`config.mk`:
```
export PLATFORM = sky130hd
export DESIGN_NAME = tpd_synth
export DESIGN_NICKNAME = d
export VERILOG_FILES = /design/src/hw/tpd_pkg.sv /design/src/hw/tpd_div_if.sv /design/src/hw/tpd_divider.sv /design/src/hw/tpd_synth.sv
export SDC_FILE = /design/constraint.sdc
export NUM_CORES = 1
export LEC_CHECK = 0
export BUFFER_PORTS_ARGS = -buffer_cell sky130_fd_sc_hd__buf_2
export CORE_UTILIZATION = 35
export CTS_CLUSTER_SIZE = 24
export DETAILED_ROUTE_END_ITERATION = 16
export PLACE_DENSITY_LB_ADDON = 0.25
export SLEW_MARGIN = 5
export SYNTH_ARGS = -nofsm -noshare
export SYNTH_HDL_FRONTEND = slang
export SYNTH_SLANG_ARGS = --single-unit
```
`constraint.sdc`:
```
create_clock -name clk -period 3.6 [get_ports clk]
set_clock_uncertainty 0.15 [all_clocks]
set_input_delay 0.18 -clock clk [delete_from_list [all_inputs] [get_ports clk]]
set_output_delay 0.18 -clock clk [all_outputs]
set_load 0.01 [all_outputs]
```
`src/hw/tpd_pkg.sv`:
```
package tpd_pkg;
    // Register map, byte addresses on the 16-bit register port
    localparam logic [15:0] TPD_ADDR_MODE = 16'hffa0;
    localparam logic [15:0] TPD_ADDR_REF = 16'hffa1;
    localparam logic [15:0] TPD_ADDR_UNLOCK = 16'hffa2;
    localparam logic [15:0] TPD_ADDR_LOAD = 16'hffa3;
    localparam logic [15:0] TPD_ADDR_EOCFG = 16'hffa4;
    localparam logic [15:0] TPD_ADDR_DIV_LO = 16'hffa5;
    localparam logic [15:0] TPD_ADDR_DIV_HI = 16'hffa6;
    localparam logic [15:0] TPD_ADDR_DIV_THIRD = 16'hffa7;

    // Values after reset
    localparam logic [1:0] TPD_MODE_RST = 2'h0;
    localparam logic [3:0] TPD_REF_RST = 4'hf;
    localparam logic [1:0] TPD_EOCFG_RST = 2'h0;
    localparam logic [7:0] TPD_BYTE_RST = 8'h00;

    // Field positions
    localparam int TPD_LSB_POS = 7;
    localparam int TPD_FLOAT_POS = 1;
    localparam int TPD_REGCUR_POS = 0;
    localparam int TPD_LOAD_POS = 0;
    localparam int TPD_UNLOCK_POS = 0;

    // Counter widths and prescaler modulus
    localparam int TPD_PROG_W = 12;
    localparam int TPD_SWAL_W = 5;
    localparam logic [5:0] TPD_PRESCALE_LOW = 6'h20;

    // Reference divisors, in crystal cycles
    localparam int TPD_XTAL_KHZ = 4500;
    localparam int TPD_CLK_KHZ = 25000;
    localparam logic [12:0] TPD_DIV_1K = 13'(TPD_XTAL_KHZ / 1);
    localparam logic [12:0] TPD_DIV_3K = 13'(TPD_XTAL_KHZ / 3);
    localparam logic [12:0] TPD_DIV_5K = 13'(TPD_XTAL_KHZ / 5);
    localparam logic [12:0] TPD_DIV_9K = 13'(TPD_XTAL_KHZ / 9);
    localparam logic [12:0] TPD_DIV_10K = 13'(TPD_XTAL_KHZ / 10);
    localparam logic [12:0] TPD_DIV_25K = 13'(TPD_XTAL_KHZ / 25);
    localparam logic [12:0] TPD_DIV_50K = 13'(TPD_XTAL_KHZ / 50);

    typedef enum logic [1:0] {
        TPD_MODE_OFF = 2'b00,
        TPD_MODE_DIRECT = 2'b01,
        TPD_MODE_SW_HIGH = 2'b10,
        TPD_MODE_SW_LOW = 2'b11
    } tpd_mode_e;

    typedef enum logic [1:0] {
        TPD_PFD_IDLE = 2'b00,
        TPD_PFD_UP = 2'b01,
        TPD_PFD_DN = 2'b10
    } tpd_pfd_e;
endpackage

```
`src/hw/tpd_div_if.sv`:
```
interface tpd_div_if;
    logic enable;
    logic swallow_mode;
    logic load;
    logic [11:0] prog_val;
    logic [4:0] swal_val;
    logic in_edge;
    logic fn_tick;

    modport ctrl (output enable, output swallow_mode, output load, output prog_val,
        output swal_val, output in_edge, input fn_tick);
    modport div (input enable, input swallow_mode, input load, input prog_val,
        input swal_val, input in_edge, output fn_tick);
endinterface

```
`src/hw/tpd_divider.sv`:
```
module tpd_divider (
    // Clock and reset
    input wire logic clk,
    input wire logic rst,
    // Control side
    tpd_div_if.div d
);
    logic [11:0] prog_val, next_prog_val;
    logic [4:0] swal_val, next_swal_val;
    logic [11:0] prog_cnt, next_prog_cnt;
    logic [4:0] swal_cnt, next_swal_cnt;
    logic [5:0] pre_cnt, next_pre_cnt;
    logic fn_tick, next_fn_tick;
    logic [5:0] modulus;

    always_comb begin
        next_prog_val = prog_val;
        next_swal_val = swal_val;
        next_prog_cnt = prog_cnt;
        next_swal_cnt = swal_cnt;
        next_pre_cnt = pre_cnt;
        next_fn_tick = 1'b0;
        // Higher modulus while swallow count remains
        modulus = (swal_cnt != 5'h00) ? tpd_pkg::TPD_PRESCALE_LOW + 6'h01
            : tpd_pkg::TPD_PRESCALE_LOW;
        if (d.load) begin
            // New value takes effect only on transfer
            next_prog_val = d.prog_val;
            next_swal_val = d.swallow_mode ? d.swal_val : 5'h00;
            next_prog_cnt = d.prog_val;
            next_swal_cnt = d.swallow_mode ? d.swal_val : 5'h00;
            next_pre_cnt = 6'h00;
        end else if (!d.enable || prog_val == 12'h000) begin
            next_pre_cnt = 6'h00;
        end else if (d.in_edge) begin
            if (!d.swallow_mode) begin
                // Direct division by the programmable counter
                if (prog_cnt <= 12'h001) begin
                    next_prog_cnt = prog_val;
                    next_fn_tick = 1'b1;
                end else begin
                    next_prog_cnt = prog_cnt - 12'h001;
                end
            end else if (pre_cnt == modulus - 6'h01) begin
                // 32 * prog + swallow input pulses per output
                next_pre_cnt = 6'h00;
                if (swal_cnt != 5'h00) begin
                    next_swal_cnt = swal_cnt - 5'h01;
                end
                if (prog_cnt <= 12'h001) begin
                    next_prog_cnt = prog_val;
                    next_swal_cnt = swal_val;
                    next_fn_tick = 1'b1;
                end else begin
                    next_prog_cnt = prog_cnt - 12'h001;
                end
            end else begin
                next_pre_cnt = pre_cnt + 6'h01;
            end
        end
    end

    always_ff @(posedge clk) begin
        if (rst) begin
            prog_val <= 12'h000;
            swal_val <= 5'h00;
            prog_cnt <= 12'h000;
            swal_cnt <= 5'h00;
            pre_cnt <= 6'h00;
            fn_tick <= 1'b0;
        end else begin
            prog_val <= next_prog_val;
            swal_val <= next_swal_val;
            prog_cnt <= next_prog_cnt;
            swal_cnt <= next_swal_cnt;
            pre_cnt <= next_pre_cnt;
            fn_tick <= next_fn_tick;
        end
    end

    assign d.fn_tick = fn_tick;
endmodule

```
`src/hw/tpd_synth.sv`:
```
// Contract
// Current pin floats when float bit set
// Software keeps regulator current bit zero
// Mode picks input pin and division
// 12-bit programmable, 5-bit swallow counters
// New divide value acts after load
// Software writes data, then load bit
// Crystal divided to selected reference
// Up when slow, down when fast
// No requests while disabled
// Requests feed charge pump and unlock
// Error out low, high or float
// Both error pins show comparator result
// Unlock when either request active low
// Unlock flag updated each reference period
// Reading unlock register clears flag
// Software spaces unlock reads beyond period
// Direct mode loads programmable counter only
// Software splits LSB into third register
// Software may hold LSB zero
// High band swallow divides high input
// Mode codes select off/direct/swallow
// Reference codes select frequency or disable
// Divide value 17 bits over registers
// Unlock bit reads one when unlocked
// Swallow count selects higher modulus
//
// Added by the designer: the register offsets and strobed register access.
module tpd_synth (
    // Clock and reset
    input wire logic clk,
    input wire logic rst,
    // Register port
    input wire logic [15:0] addr,
    input wire logic [7:0] wdata,
    input wire logic wr,
    input wire logic rd,
    output logic [7:0] rdata,
    // Oscillator and crystal inputs
    input wire logic xtal_in,
    input wire logic low_band_osc_in,
    input wire logic high_band_osc_in,
    // Input amplifier enables
    output logic low_band_in_en,
    output logic high_band_in_en,
    // Comparator requests, active low
    output logic up_request_n,
    output logic down_request_n,
    // Error out pins
    output logic voltage_error_out_o,
    output logic voltage_error_out_oe,
    output logic current_error_out_o,
    output logic current_error_out_oe
);
    tpd_div_if div_bus ();

    tpd_divider u_div (
        .clk(clk),
        .rst(rst),
        .d(div_bus.div)
    );

    function automatic logic [12:0] ref_div(input logic [3:0] code);
        // Zero marks disable and prohibited codes
        case (code)
            4'h2: ref_div = tpd_pkg::TPD_DIV_5K;
            4'h3: ref_div = tpd_pkg::TPD_DIV_10K;
            4'h6: ref_div = tpd_pkg::TPD_DIV_25K;
            4'h7: ref_div = tpd_pkg::TPD_DIV_50K;
            4'h8: ref_div = tpd_pkg::TPD_DIV_3K;
            4'h9: ref_div = tpd_pkg::TPD_DIV_9K;
            4'hc: ref_div = tpd_pkg::TPD_DIV_1K;
            default: ref_div = 13'h0000;
        endcase
    endfunction

    // Pin synchronisers; edge detect reads stages two and three only
    logic [2:0] sy1, sy2, sy3;
    logic [2:0] edges;

    always_ff @(posedge clk) begin
        if (rst) begin
            sy1 <= 3'h0;
            sy2 <= 3'h0;
            sy3 <= 3'h0;
        end else begin
            sy1 <= {xtal_in, high_band_osc_in, low_band_osc_in};
            sy2 <= sy1;
            sy3 <= sy2;
        end
    end

    assign edges = sy2 & ~sy3;

    // Software registers
    logic [1:0] division_mode_select, next_division_mode_select;
    logic [3:0] reference_select, next_reference_select;
    logic [1:0] error_out_pin_config, next_error_out_pin_config;
    logic [7:0] divide_value_low_byte, next_divide_value_low_byte;
    logic [7:0] divide_value_high_byte, next_divide_value_high_byte;
    logic divide_value_lsb, next_divide_value_lsb;
    logic divider_load_bit, next_divider_load_bit;
    logic [15:0] divide_value_upper16;
    logic [16:0] divide_value;

    always_comb begin
        next_division_mode_select = division_mode_select;
        next_reference_select = reference_select;
        next_error_out_pin_config = error_out_pin_config;
        next_divide_value_low_byte = divide_value_low_byte;
        next_divide_value_high_byte = divide_value_high_byte;
        next_divide_value_lsb = divide_value_lsb;
        next_divider_load_bit = 1'b0;
        if (wr) begin
            if (addr == tpd_pkg::TPD_ADDR_MODE) begin
                next_division_mode_select = wdata[1:0];
            end else if (addr == tpd_pkg::TPD_ADDR_REF) begin
                next_reference_select = wdata[3:0];
            end else if (addr == tpd_pkg::TPD_ADDR_EOCFG) begin
                // Regulator bit stored only; software keeps it zero
                next_error_out_pin_config = wdata[1:0];
            end else if (addr == tpd_pkg::TPD_ADDR_DIV_LO) begin
                next_divide_value_low_byte = wdata;
            end else if (addr == tpd_pkg::TPD_ADDR_DIV_HI) begin
                next_divide_value_high_byte = wdata;
            end else if (addr == tpd_pkg::TPD_ADDR_DIV_THIRD) begin
                next_divide_value_lsb = wdata[tpd_pkg::TPD_LSB_POS];
            end else if (addr == tpd_pkg::TPD_ADDR_LOAD) begin
                // One-cycle transfer pulse, data registers already written
                next_divider_load_bit = wdata[tpd_pkg::TPD_LOAD_POS];
            end
        end
    end

    always_ff @(posedge clk) begin
        if (rst) begin
            division_mode_select <= tpd_pkg::TPD_MODE_RST;
            reference_select <= tpd_pkg::TPD_REF_RST;
            error_out_pin_config <= tpd_pkg::TPD_EOCFG_RST;
            divide_value_low_byte <= tpd_pkg::TPD_BYTE_RST;
            divide_value_high_byte <= tpd_pkg::TPD_BYTE_RST;
            divide_value_lsb <= 1'b0;
            divider_load_bit <= 1'b0;
        end else begin
            division_mode_select <= next_division_mode_select;
            reference_select <= next_reference_select;
            error_out_pin_config <= next_error_out_pin_config;
            divide_value_low_byte <= next_divide_value_low_byte;
            divide_value_high_byte <= next_divide_value_high_byte;
            divide_value_lsb <= next_divide_value_lsb;
            divider_load_bit <= next_divider_load_bit;
        end
    end

    assign divide_value_upper16 = {divide_value_high_byte, divide_value_low_byte};
    assign divide_value = {divide_value_upper16, divide_value_lsb};

    // Mode and reference decode
    logic pll_on;
    logic mode_off;
    tpd_pkg::tpd_mode_e mode;

    assign mode = tpd_pkg::tpd_mode_e'(division_mode_select);
    assign pll_on = ref_div(reference_select) != 13'h0000;
    assign mode_off = mode == tpd_pkg::TPD_MODE_OFF;

    // Divider hookup; programmable counter takes bits 16..5
    assign div_bus.enable = pll_on && !mode_off;
    assign div_bus.swallow_mode = mode != tpd_pkg::TPD_MODE_DIRECT;
    assign div_bus.load = divider_load_bit;
    assign div_bus.prog_val = divide_value[16:5];
    assign div_bus.swal_val = divide_value[4:0];
    assign div_bus.in_edge = (mode == tpd_pkg::TPD_MODE_SW_HIGH) ? edges[1] : edges[0];

    // Reference generator on crystal edges
    logic [12:0] ref_cnt, next_ref_cnt;
    logic fr_tick, next_fr_tick;

    always_comb begin
        next_ref_cnt = ref_cnt;
        next_fr_tick = 1'b0;
        if (!pll_on) begin
            next_ref_cnt = 13'h0000;
        end else if (edges[2]) begin
            // One reference pulse per selected crystal count
            if (ref_cnt >= ref_div(reference_select) - 13'h0001) begin
                next_ref_cnt = 13'h0000;
                next_fr_tick = 1'b1;
            end else begin
                next_ref_cnt = ref_cnt + 13'h0001;
            end
        end
    end

    always_ff @(posedge clk) begin
        if (rst) begin
            ref_cnt <= 13'h0000;
            fr_tick <= 1'b0;
        end else begin
            ref_cnt <= next_ref_cnt;
            fr_tick <= next_fr_tick;
        end
    end

    // Phase comparator
    tpd_pkg::tpd_pfd_e pfd, next_pfd;

    always_comb begin
        next_pfd = pfd;
        if (!div_bus.enable) begin
            next_pfd = tpd_pkg::TPD_PFD_IDLE;
        end else begin
            case (pfd)
                tpd_pkg::TPD_PFD_IDLE: begin
                    // Reference first means divided output is slow
                    if (fr_tick && !div_bus.fn_tick) begin
                        next_pfd = tpd_pkg::TPD_PFD_UP;
                    end else if (div_bus.fn_tick && !fr_tick) begin
                        next_pfd = tpd_pkg::TPD_PFD_DN;
                    end
                end
                tpd_pkg::TPD_PFD_UP: begin
                    if (div_bus.fn_tick) begin
                        next_pfd = tpd_pkg::TPD_PFD_IDLE;
                    end
                end
                tpd_pkg::TPD_PFD_DN: begin
                    if (fr_tick) begin
                        next_pfd = tpd_pkg::TPD_PFD_IDLE;
                    end
                end
                default: next_pfd = tpd_pkg::TPD_PFD_IDLE;
            endcase
        end
    end

    always_ff @(posedge clk) begin
        if (rst) begin
            pfd <= tpd_pkg::TPD_PFD_IDLE;
        end else begin
            pfd <= next_pfd;
        end
    end

    // Pins, requests and charge pump, all registered
    logic next_up_n, next_dn_n;
    logic next_v_o, next_v_oe, next_c_o, next_c_oe;
    logic next_low_en, next_high_en;

    always_comb begin
        next_up_n = pfd != tpd_pkg::TPD_PFD_UP;
        next_dn_n = pfd != tpd_pkg::TPD_PFD_DN;
        next_low_en = pll_on && (mode == tpd_pkg::TPD_MODE_DIRECT
            || mode == tpd_pkg::TPD_MODE_SW_LOW);
        next_high_en = pll_on && mode == tpd_pkg::TPD_MODE_SW_HIGH;
        // Up drives low, down drives high, in phase floats
        next_v_o = pfd == tpd_pkg::TPD_PFD_DN;
        next_v_oe = pfd != tpd_pkg::TPD_PFD_IDLE;
        if (!pll_on) begin
            next_v_o = 1'b0;
            next_v_oe = 1'b0;
        end else if (mode_off) begin
            // Inputs floated, voltage error out held low, current pin low unless float bit set
            next_v_o = 1'b0;
            next_v_oe = 1'b1;
        end
        // Same result on both pins
        next_c_o = next_v_o;
        next_c_oe = next_v_oe && !error_out_pin_config[tpd_pkg::TPD_FLOAT_POS];
    end

    always_ff @(posedge clk) begin
        if (rst) begin
            up_request_n <= 1'b1;
            down_request_n <= 1'b1;
            low_band_in_en <= 1'b0;
            high_band_in_en <= 1'b0;
            voltage_error_out_o <= 1'b0;
            voltage_error_out_oe <= 1'b0;
            current_error_out_o <= 1'b0;
            current_error_out_oe <= 1'b0;
        end else begin
            up_request_n <= next_up_n;
            down_request_n <= next_dn_n;
            low_band_in_en <= next_low_en;
            high_band_in_en <= next_high_en;
            voltage_error_out_o <= next_v_o;
            voltage_error_out_oe <= next_v_oe;
            current_error_out_o <= next_c_o;
            current_error_out_oe <= next_c_oe;
        end
    end

    // Unlock detection; a set in the read cycle beats the clear
    logic seen, next_seen;
    logic unlock_flag, next_unlock_flag;
    logic unlock_rd;
    logic [7:0] next_rdata;

    assign unlock_rd = rd && addr == tpd_pkg::TPD_ADDR_UNLOCK;

    always_comb begin
        next_seen = seen || !up_request_n || !down_request_n;
        next_unlock_flag = unlock_flag;
        if (unlock_rd) begin
            next_unlock_flag = 1'b0;
        end
        if (fr_tick) begin
            // Sampled once per reference period
            next_seen = 1'b0;
            if (seen || !up_request_n || !down_request_n) begin
                next_unlock_flag = 1'b1;
            end
        end
    end

    always_comb begin
        next_rdata = 8'h00;
        if (rd) begin
            if (addr == tpd_pkg::TPD_ADDR_MODE) begin
                next_rdata = {6'h00, division_mode_select};
            end else if (addr == tpd_pkg::TPD_ADDR_REF) begin
                next_rdata = {4'h0, reference_select};
            end else if (unlock_rd) begin
                next_rdata[tpd_pkg::TPD_UNLOCK_POS] = unlock_flag;
            end else if (addr == tpd_pkg::TPD_ADDR_EOCFG) begin
                next_rdata = {6'h00, error_out_pin_config};
            end else if (addr == tpd_pkg::TPD_ADDR_DIV_LO) begin
                next_rdata = divide_value_low_byte;
            end else if (addr == tpd_pkg::TPD_ADDR_DIV_HI) begin
                next_rdata = divide_value_high_byte;
            end else if (addr == tpd_pkg::TPD_ADDR_DIV_THIRD) begin
                next_rdata[tpd_pkg::TPD_LSB_POS] = divide_value_lsb;
            end
        end
    end

    always_ff @(posedge clk) begin
        if (rst) begin
            seen <= 1'b0;
            unlock_flag <= 1'b0;
            rdata <= 8'h00;
        end else begin
            seen <= next_seen;
            unlock_flag <= next_unlock_flag;
            rdata <= next_rdata;
        end
    end
endmodule
```
==> results of run 1 <==
==> where the power goes <==
group,switching (mW),leakage [nW],total (mW),internal (mW)
combinational,0.101,1.33,0.172,0.0705
clock,0.499,0.141,0.987,0.489
sequential,0.00568,0.879,1.22,1.21
==> cells by family (layout without fill, tap and decap cells) <==
kind of cell    count (synthesis)  count (layout)  synth area share, %
xor+xnor                       21              21                 3.44
compound gates                112             112                 14.6
buf+inv                        56             106                 4.04
flops                         109             109                 40.8
mux                            45              45                 8.42
simple gates                  261             261                 24.3
fa+ha+maj                      19              19                 4.44
==> cell usage in the layout (no fill, tap or decap), types with 5 or more instances in the layout <==
master / instances
a22oi_1: 8
xor2_1: 11
mux2i_1: 45
nand4_1: 5
dlygate4sd3_1: 11
nor2_1: 95
a21oi_1: 25
o21ai_0: 11
nand2b_1: 8
nor2b_1: 16
clkbuf_16: 9
a211oi_1: 6
nand2_1: 51
xnor2_1: 10
a2111oi_0: 7
nor3_1: 20
a211o_1: 5
dfxtp_1: 109
nand3_1: 16
buf_2: 46
and3_1: 5
inv_1: 23
nor4_1: 8
buf_4: 9
ha_1: 18
==> worst max-delay path, cell delays in order, from the launching register on <==
cell	delay [ns]
dfxtp_1	0.44
nor2b_1	0.33
nand2_1	0.14
ha_2	0.27
nand3_1	0.10
o21a_1	0.11
o22ai_1	0.07
or2_2	0.30
ha_1	0.29
and3_1	0.19
a32oi_1	0.16
a41o_1	0.35
o21ai_1	0.10
buf_4	0.18
nor2_1	0.11
==> path summary, 6_finish.rpt <==
path | startpoint | to | slack [ns] | cells after the start
setup reg to reg | reference_select[1] | ref_cnt[12] | 0.25 | 14
setup / recovery | reference_select[1] | ref_cnt[12] | 0.25 | 14
hold / removal | wdata[0] | div_bus.load | 0.02 | 3
hold reg to reg | sy1[0] | sy2[0] | 0.31 | 1
==> cell type report <==
| class | instances | area (µm²) |
|---|---|---|
| clock inverter | 7 | 70.1 |
| inverter | 24 | 90.1 |
| clock buffer | 9 | 225 |
| timing repair buffer | 66 | 408 |
| fill | 1454 | 8590 |
| sequential | 109 | 2180 |
| multi-input combinational | 458 | 2960 |
| tap | 184 | 230 |
==> sequential cells by signal (all words and copies together), names as in the netlist, 2 cells and up <==
name,cells
ref_cnt,13
u_div.prog_cnt,12
u_div.prog_val,12
divide_value_high_byte,8
divide_value_low_byte,8
rdata,8
u_div.pre_cnt,6
u_div.swal_cnt,5
u_div.swal_val,5
reference_select,4
sy1,3
sy2,3
sy3,3
division_mode_select,2
error_out_pin_config,2
pfd,2
==> repair_timing <==
action | CTS | global route
setup buffers | 0 | 0
endpoints found under the hold margin | 19 | 0
resized for setup | 0 | 1
endpoints found under the setup margin | 0 | 9
hold buffers | 11 | 0
==> through the flow <==
step	std cells	total power, mW
2_1_floorplan	623	1.36
3_3_place_gp	830	1.40
3_5_place_dp	830	1.41
4_1_cts	857	2.39
5_1_grt	857	2.47
6_report	857	2.37
==> cells in the mapped netlist (5+ instances only) <==
cell type / instances
clkbuf_1: 25
dfxtp_1: 109
xor2_1: 11
nand2_1: 51
xnor2_1: 10
nor2b_1: 16
inv_1: 23
a2111oi_0: 7
nand2b_1: 8
nand3_1: 16
a22oi_1: 8
a21oi_1: 25
nand4_1: 5
nor2_1: 95
o21ai_0: 11
nor4_1: 8
a211o_1: 5
and3_1: 5
mux2i_1: 45
nor3_1: 20
a211oi_1: 6
ha_1: 19
==> routing by layer <==
| metal | routed length, µm | global-route usage [%] | vias to the layer above | share of wire, % |
|---|---|---|---|---|
| li1 | - | - | 2308 | - |
| met5 | 0 | 0 | - | 0 |
| met1 | 6490 | 23.8 | 2197 | 49 |
| met4 | 174 | 5.74 | 0 | 1.3 |
| met3 | 527 | 2.68 | 15 | 4.0 |
| met2 | 6060 | 27.4 | 110 | 46 |
==> summary by stage, run 1 <==
Power
The leakage power figure is 2.35 nW. The worst-case IR drop observed on VDD is ~0.21 mV. Dividing total power by cell area gives a power density of just under 400 nW/µm².

Die
The die is 126 µm tall. The placement row count is 44. From left edge to right edge, the die measures 126 µm.

After floorplanning, the core was sized to cover between 10000 and 15000 µm². The number of placed I/O pins is 47. The effective utilization at floorplan is a little over a third. The die covers approximately 16000 µm².

Worst setup path
The startpoint-to-endpoint class of the critical path is reg2reg. Data on the critical path is required at its endpoint by roughly 3.7 ns. The worst setup path is captured at a flop. The worst setup path is launched from a flop.

The highest fanout seen on the critical path is 9. STA puts the critical path data arrival time at 3.49 ns.

STA
Headroom to the max-slew limit came out at about two fifths. Setup violations remaining at the end of the flow were counted as 0. Static timing analysis puts the maximum clock frequency at 298 MHz. The sum of negative setup slack is 0 ns.

Of the available clock period, the critical path in the final layout requires roughly 93%. Setup repair after global routing left no endpoint under its margin. The final hold violation count is 0. The worst slack on hold paths is 0.0249 ns. The clock period minus worst slack is ~3.4 ns. The count of final max-slew check failures is 0. After layout, the worst setup slack is ~0.25 ns. At the pin with the least slew margin, the transition time is about 0.91 ns.

Outcome
The run finished with clean final reports.

Layout
0 antenna diodes ended up in the layout. In the final design database the tool counted 718 nets. The area added between synthesis and finish is 15.1%. The fraction of final layout cells with drive strength greater than 1 is between 10% and 20%. Measured on the finished design, the core utilization comes to between 40% and 50%. The final non-filler cell area is ~6200 µm².

Logic synthesis
The number of flip-flops and latches in the synthesized netlist is between 100 and 150. Summing the sequential cell areas from Yosys gives about two fifths of the chip area. The proportion of register bits with asynchronous set or reset after synthesis is 0%.

For this run, the leading register cell type out of synthesis is dfxtp_1. After synthesis, the cell types taking the most area are dfxtp_1 (41%), mux2i_1 (8.4%), nor2_1 (6.7%), ha_1 (4.4%), nand2_1 (3.6%). Counting every net in the synthesized netlist gives slightly below 700.

In this run the mean area of a mapped cell was approximately 8.6 µm². The area share of the largest cell type after synthesis is roughly two fifths. The number of enable-type register cells in the synthesized netlist is 0. Of all cell types, the one taking the most synthesized area is dfxtp_1. Synthesis produced a netlist whose cell count is roughly 620.

The Yosys step of the flow raised 0 warnings. The post-synthesis instance area is 5350 µm². The number of distinct library cells after synthesis is 65.

Global routing
The via count of the first global-routing pass came to 4352. The pin count of the biggest net entering global routing is between 40 and 50. After global routing the overflow that remains totals 0. The initial antenna violation count is 0. The first-pass GRT wire length is approximately 22000 µm. The total global routing track utilization is 17.2%.

Drt
In the routed layout, each cell is associated on average with a via count of about 5.4. Before antenna repair, the detailed router went through 5 iterations. The final routed wire length divided by cell count is 15.5 µm. The via total after detailed routing is 4630. The number of DRC markers in iteration 0 is approximately 280.

The number of design rule violations left after detail routing is 0. After detailed routing, the total wire length is roughly 13000 µm. The count of nets left with antenna violations once routing finished came out at 0.

Place
The placer congestion estimate is 0.813. In this run the cell area measured after placement is ~5800 µm². At the placement stage, the worst setup path has a slack of ~0.24 ns. The HPWL reported at the end of detailed placement is 9580 µm. In this run the tool buffered the top-level ports with 46 buffer cells.

CTS
The clock sink total is approximately 110. The clock tree from TritonCTS is yes. The post-CTS clock slew at the launch and capture registers of the worst setup and hold paths is about 0.080 ns. The tree is rooted in a clkbuf_16. In this run the number of H-tree levels came out at 3. The number of buffers on the longest clock path is 2.

For the worst-skew pair, the clock arrives at the later sink with an insertion delay of roughly 0.35 ns. The clock buffer count from CTS is 9.

Worst hold path
The tightest min-delay check is of the in2reg type.

Run
The number of max-capacitance violations reported is 0.
Power figures use the tool's default switching activity.
==> run 2, diff against run 1 <==
--- a/config.mk
+++ b/config.mk
@@ -5,10 +5,10 @@
 export SDC_FILE = /design/constraint.sdc
 export NUM_CORES = 1
 export LEC_CHECK = 0
-export BUFFER_PORTS_ARGS = -buffer_cell sky130_fd_sc_hd__buf_2
 export CORE_UTILIZATION = 35
 export CTS_CLUSTER_SIZE = 24
 export DETAILED_ROUTE_END_ITERATION = 16
+export DONT_BUFFER_PORTS = 1
 export PLACE_DENSITY_LB_ADDON = 0.25
 export SLEW_MARGIN = 5
 export SYNTH_ARGS = -nofsm -noshare
==> run 2 against run 1 <==
Register-to-register slack improved by 0.06 ns; critical path type unchanged; flip-flop and latch count unchanged; cell area decreased by 2.6%; combinational power decreased by 8%.
==> summary by stage, run 2 (synthesis results as in run 1) <==
Drt
The final layout contains routed wiring with a total length of ~13000 µm. The number of DRC markers in iteration 0 is 201. The via total after detailed routing is between 4k and 5k. For this run, design rule violations remaining after detail routing come to 0.

The via density per instance is 5.42. The first detailed-routing pass ran for 4 iterations. The final routed wire length divided by cell count is about 16 µm. The final antenna-violating net count is 0.

Power
The worst ir drop on vdd is about 0.25 mV. The leakage power figure is roughly 2.2 nW. The total power of the final layout is ~2.4 mW.

The total power divided by cell area is approximately 400 nW/µm².

CTS
The number of buffers on the longest clock path is 2. The maximum level of the CTS H-tree is 3. Clock latency on the worst-skew pair, taken at its later pin, is 0.35 ns.

The clock sink total is around 110. The post-CTS clock slew at the launch and capture registers of the worst setup and hold paths is around 0.080 ns. The clock tree from TritonCTS is yes. The clock buffer count from CTS is 9.

The cell at the root of the clock tree is clkbuf_16.

Die
The floorplan step defined a die boundary enclosing about 16000 µm². The placement row count is 44. The total area inside the core boundary comes to 14800 µm². Measured along the x axis, the die boundary spans 126 µm. From bottom edge to top edge, the die measures ~130 µm. 47 I/O pins were placed. The effective utilization at floorplan is a little over a third.

Worst setup path
The signal on the critical path passes through nand2_1 > a22oi_1 > ha_2 > o211ai_1 > a21boi_0 > ha_1 > o21ai_0 > a21oi_1 > a211oi_1 > a41o_1 > o21ai_1 > buf_4 > nor2_1. On the worst path, the slowest cell contributes a delay of ~0.50 ns. For the worst setup path, the data required time is 3.74 ns. The slowest stage of the critical path belongs to the cell dfxtp_1.

STA classifies the critical path startpoint as a flop. The worst setup path is captured at a flop. Of all nets on the critical path, the largest fanout is 9.

By startpoint and endpoint, the worst setup path is classified as reg2reg. STA puts the critical path data arrival time at ~3.4 ns.

Global routing
The pin count of the biggest net entering global routing is 73. The total global routing track utilization is between 10% and 20%. The initial antenna violation count is 0. The via count of the first global-routing pass is about 4.3k.

The first-pass GRT wire length is between 20000 and 25000 µm. Global routing finished with a remaining overflow of 0.

STA
The sum of negative setup slack is 0 ns. The worst path needs between 3 and 4 ns of the cycle, external delays included. The number of endpoints failing setup at the final stage is 0.

For this run, the top clock speed supported by timing is between 300 and 400 MHz. The worst slack on hold paths is ~0.011 ns. In this run the tightest slew margin relative to its limit is ~40%. The measured slew at the worst slew-check pin is between 0.8 and 0.9 ns. The final cycle utilization of the critical path is 91.5%. The count of final max-slew check failures came to 0. Setup repair after global routing left no endpoint under its margin. The final hold violation count came to 0.

Layout
The largest registers in the layout are ref_cnt: 13 flops, u_div.prog_cnt: 12 flops, u_div.prog_val: 12 flops. The total number of nets in the final design is slightly below 700. The repair_antennas step left the layout with diodes totalling 0.

Cells with a size suffix above 1 make up 6.01% of the layout. The library cell used most frequently in the layout, excluding fill and tap cells, is dfxtp_1. The utilization of the core after routing is between 40% and 50%. The fill cell total of the finished layout is 1472. The register with the most flip-flops in the layout has 13 of them. Ranked by flip-flop count, first place goes to ref_cnt.

Leaving out fill and tap cells, the most frequent cells in the layout are dfxtp_1 (107), nor2_1 (95), nand2_1 (51), mux2i_1 (45), a21oi_1 (25). The area added between synthesis and finish is 12.2%. The final non-filler cell total is about 820.

Place
The placer congestion estimate is ~0.83. The wire-length estimate of the detail-placed layout is around 9000 µm. The number of port buffers is 0. Including well taps, the total number of placed cells is 783.

Worst hold path
In this run the worst hold path is classified as in2reg.

Outcome
The flow ran to the end, and the final reports show no timing, DRC or antenna violations.

Run
Max-cap violations in this run came to 0.
==> run 2: cell count changes in the layout (fill, tap and decap cells not counted) <==
| cell | delta |
|---|---|
| buf_2 | -46 |
| dlygate4sd3_1 | +5 |
| dfxtp_1 | -2 |
| dfxtp_2 | +2 |
| buf_16 | +1 |
| buf_4 | -1 |
| clkinv_4 | +1 |
| inv_6 | -1 |
==> run 2: path summary, 6_finish.rpt <==
path / startpoint / cells after the start / endpoint / slack (ns)
worst min register to register: sy1[0] / 1 / sy2[0] / 0.31
worst max-delay path: reference_select[0] / 13 / ref_cnt[7] / 0.30
worst max register to register: reference_select[0] / 13 / ref_cnt[7] / 0.30
worst min-delay path: rst / 3 / u_div.prog_cnt[3] / 0.01
==> run 2: per-stage QoR <==
stage               setup slack [ns]  cell area [µm²]
floorplan                     0.0432             5350
CTS                            0.129             6000
finish                         0.305             6000
detailed placement             0.169             5520
global placement               0.356             5520
global route                 0.00992             6000
==> run 2: layout make-up <==
class                   count  area (µm²)  share of cell area [%]
repair buffers             25         248                    4.13
inverters                  24        90.1                    1.50
clock inverters             7        70.1                    1.17
clock buffers               9         225                    3.75
flip-flops and latches    109        2180                    36.4
multi-input cells         458        2960                    49.2
well taps                 184         230                    3.83
==> run 2: per-layer routing <==
| layer | vias up | track usage (%) | part of all wire, % |
|---|---|---|---|
| met1 | 2090 | 23.2 | 49 |
| met4 | 0 | 5.31 | 1.3 |
| met3 | 12 | 3.36 | 4.9 |
| met5 | - | 0 | 0 |
| li1 | 2226 | - | - |
| met2 | 94 | 27.6 | 45 |
==> run 2: timing repair <==
item,in CTS,in global routing
endpoints found under the setup margin,0,13
gates resized for setup,0,3
buffers inserted,0,0
endpoints found under the hold margin,74,0
hold buffers,17,0
==> run 2: power breakdown <==
part	total, mW	leakage, nW	internal [mW]	switching (mW)
sequential	1.22	0.878	1.21	0.00580
combinational	0.158	1.15	0.0657	0.0922
clock	0.981	0.141	0.487	0.494
total	2.35	2.17	1.76	0.592
==> run 2: worst max-delay path, delay by kind of cell (launching register included) <==
| family | cells | cell delay [ns] |
|---|---|---|
| adder cells (fa/ha/maj) | 2 | 0.63 |
| flip-flops | 1 | 0.50 |
| buffers and inverters | 1 | 0.18 |
| AND/OR/NAND/NOR | 2 | 0.26 |
| AO/OA/AOI/OAI | 8 | 1.51 |
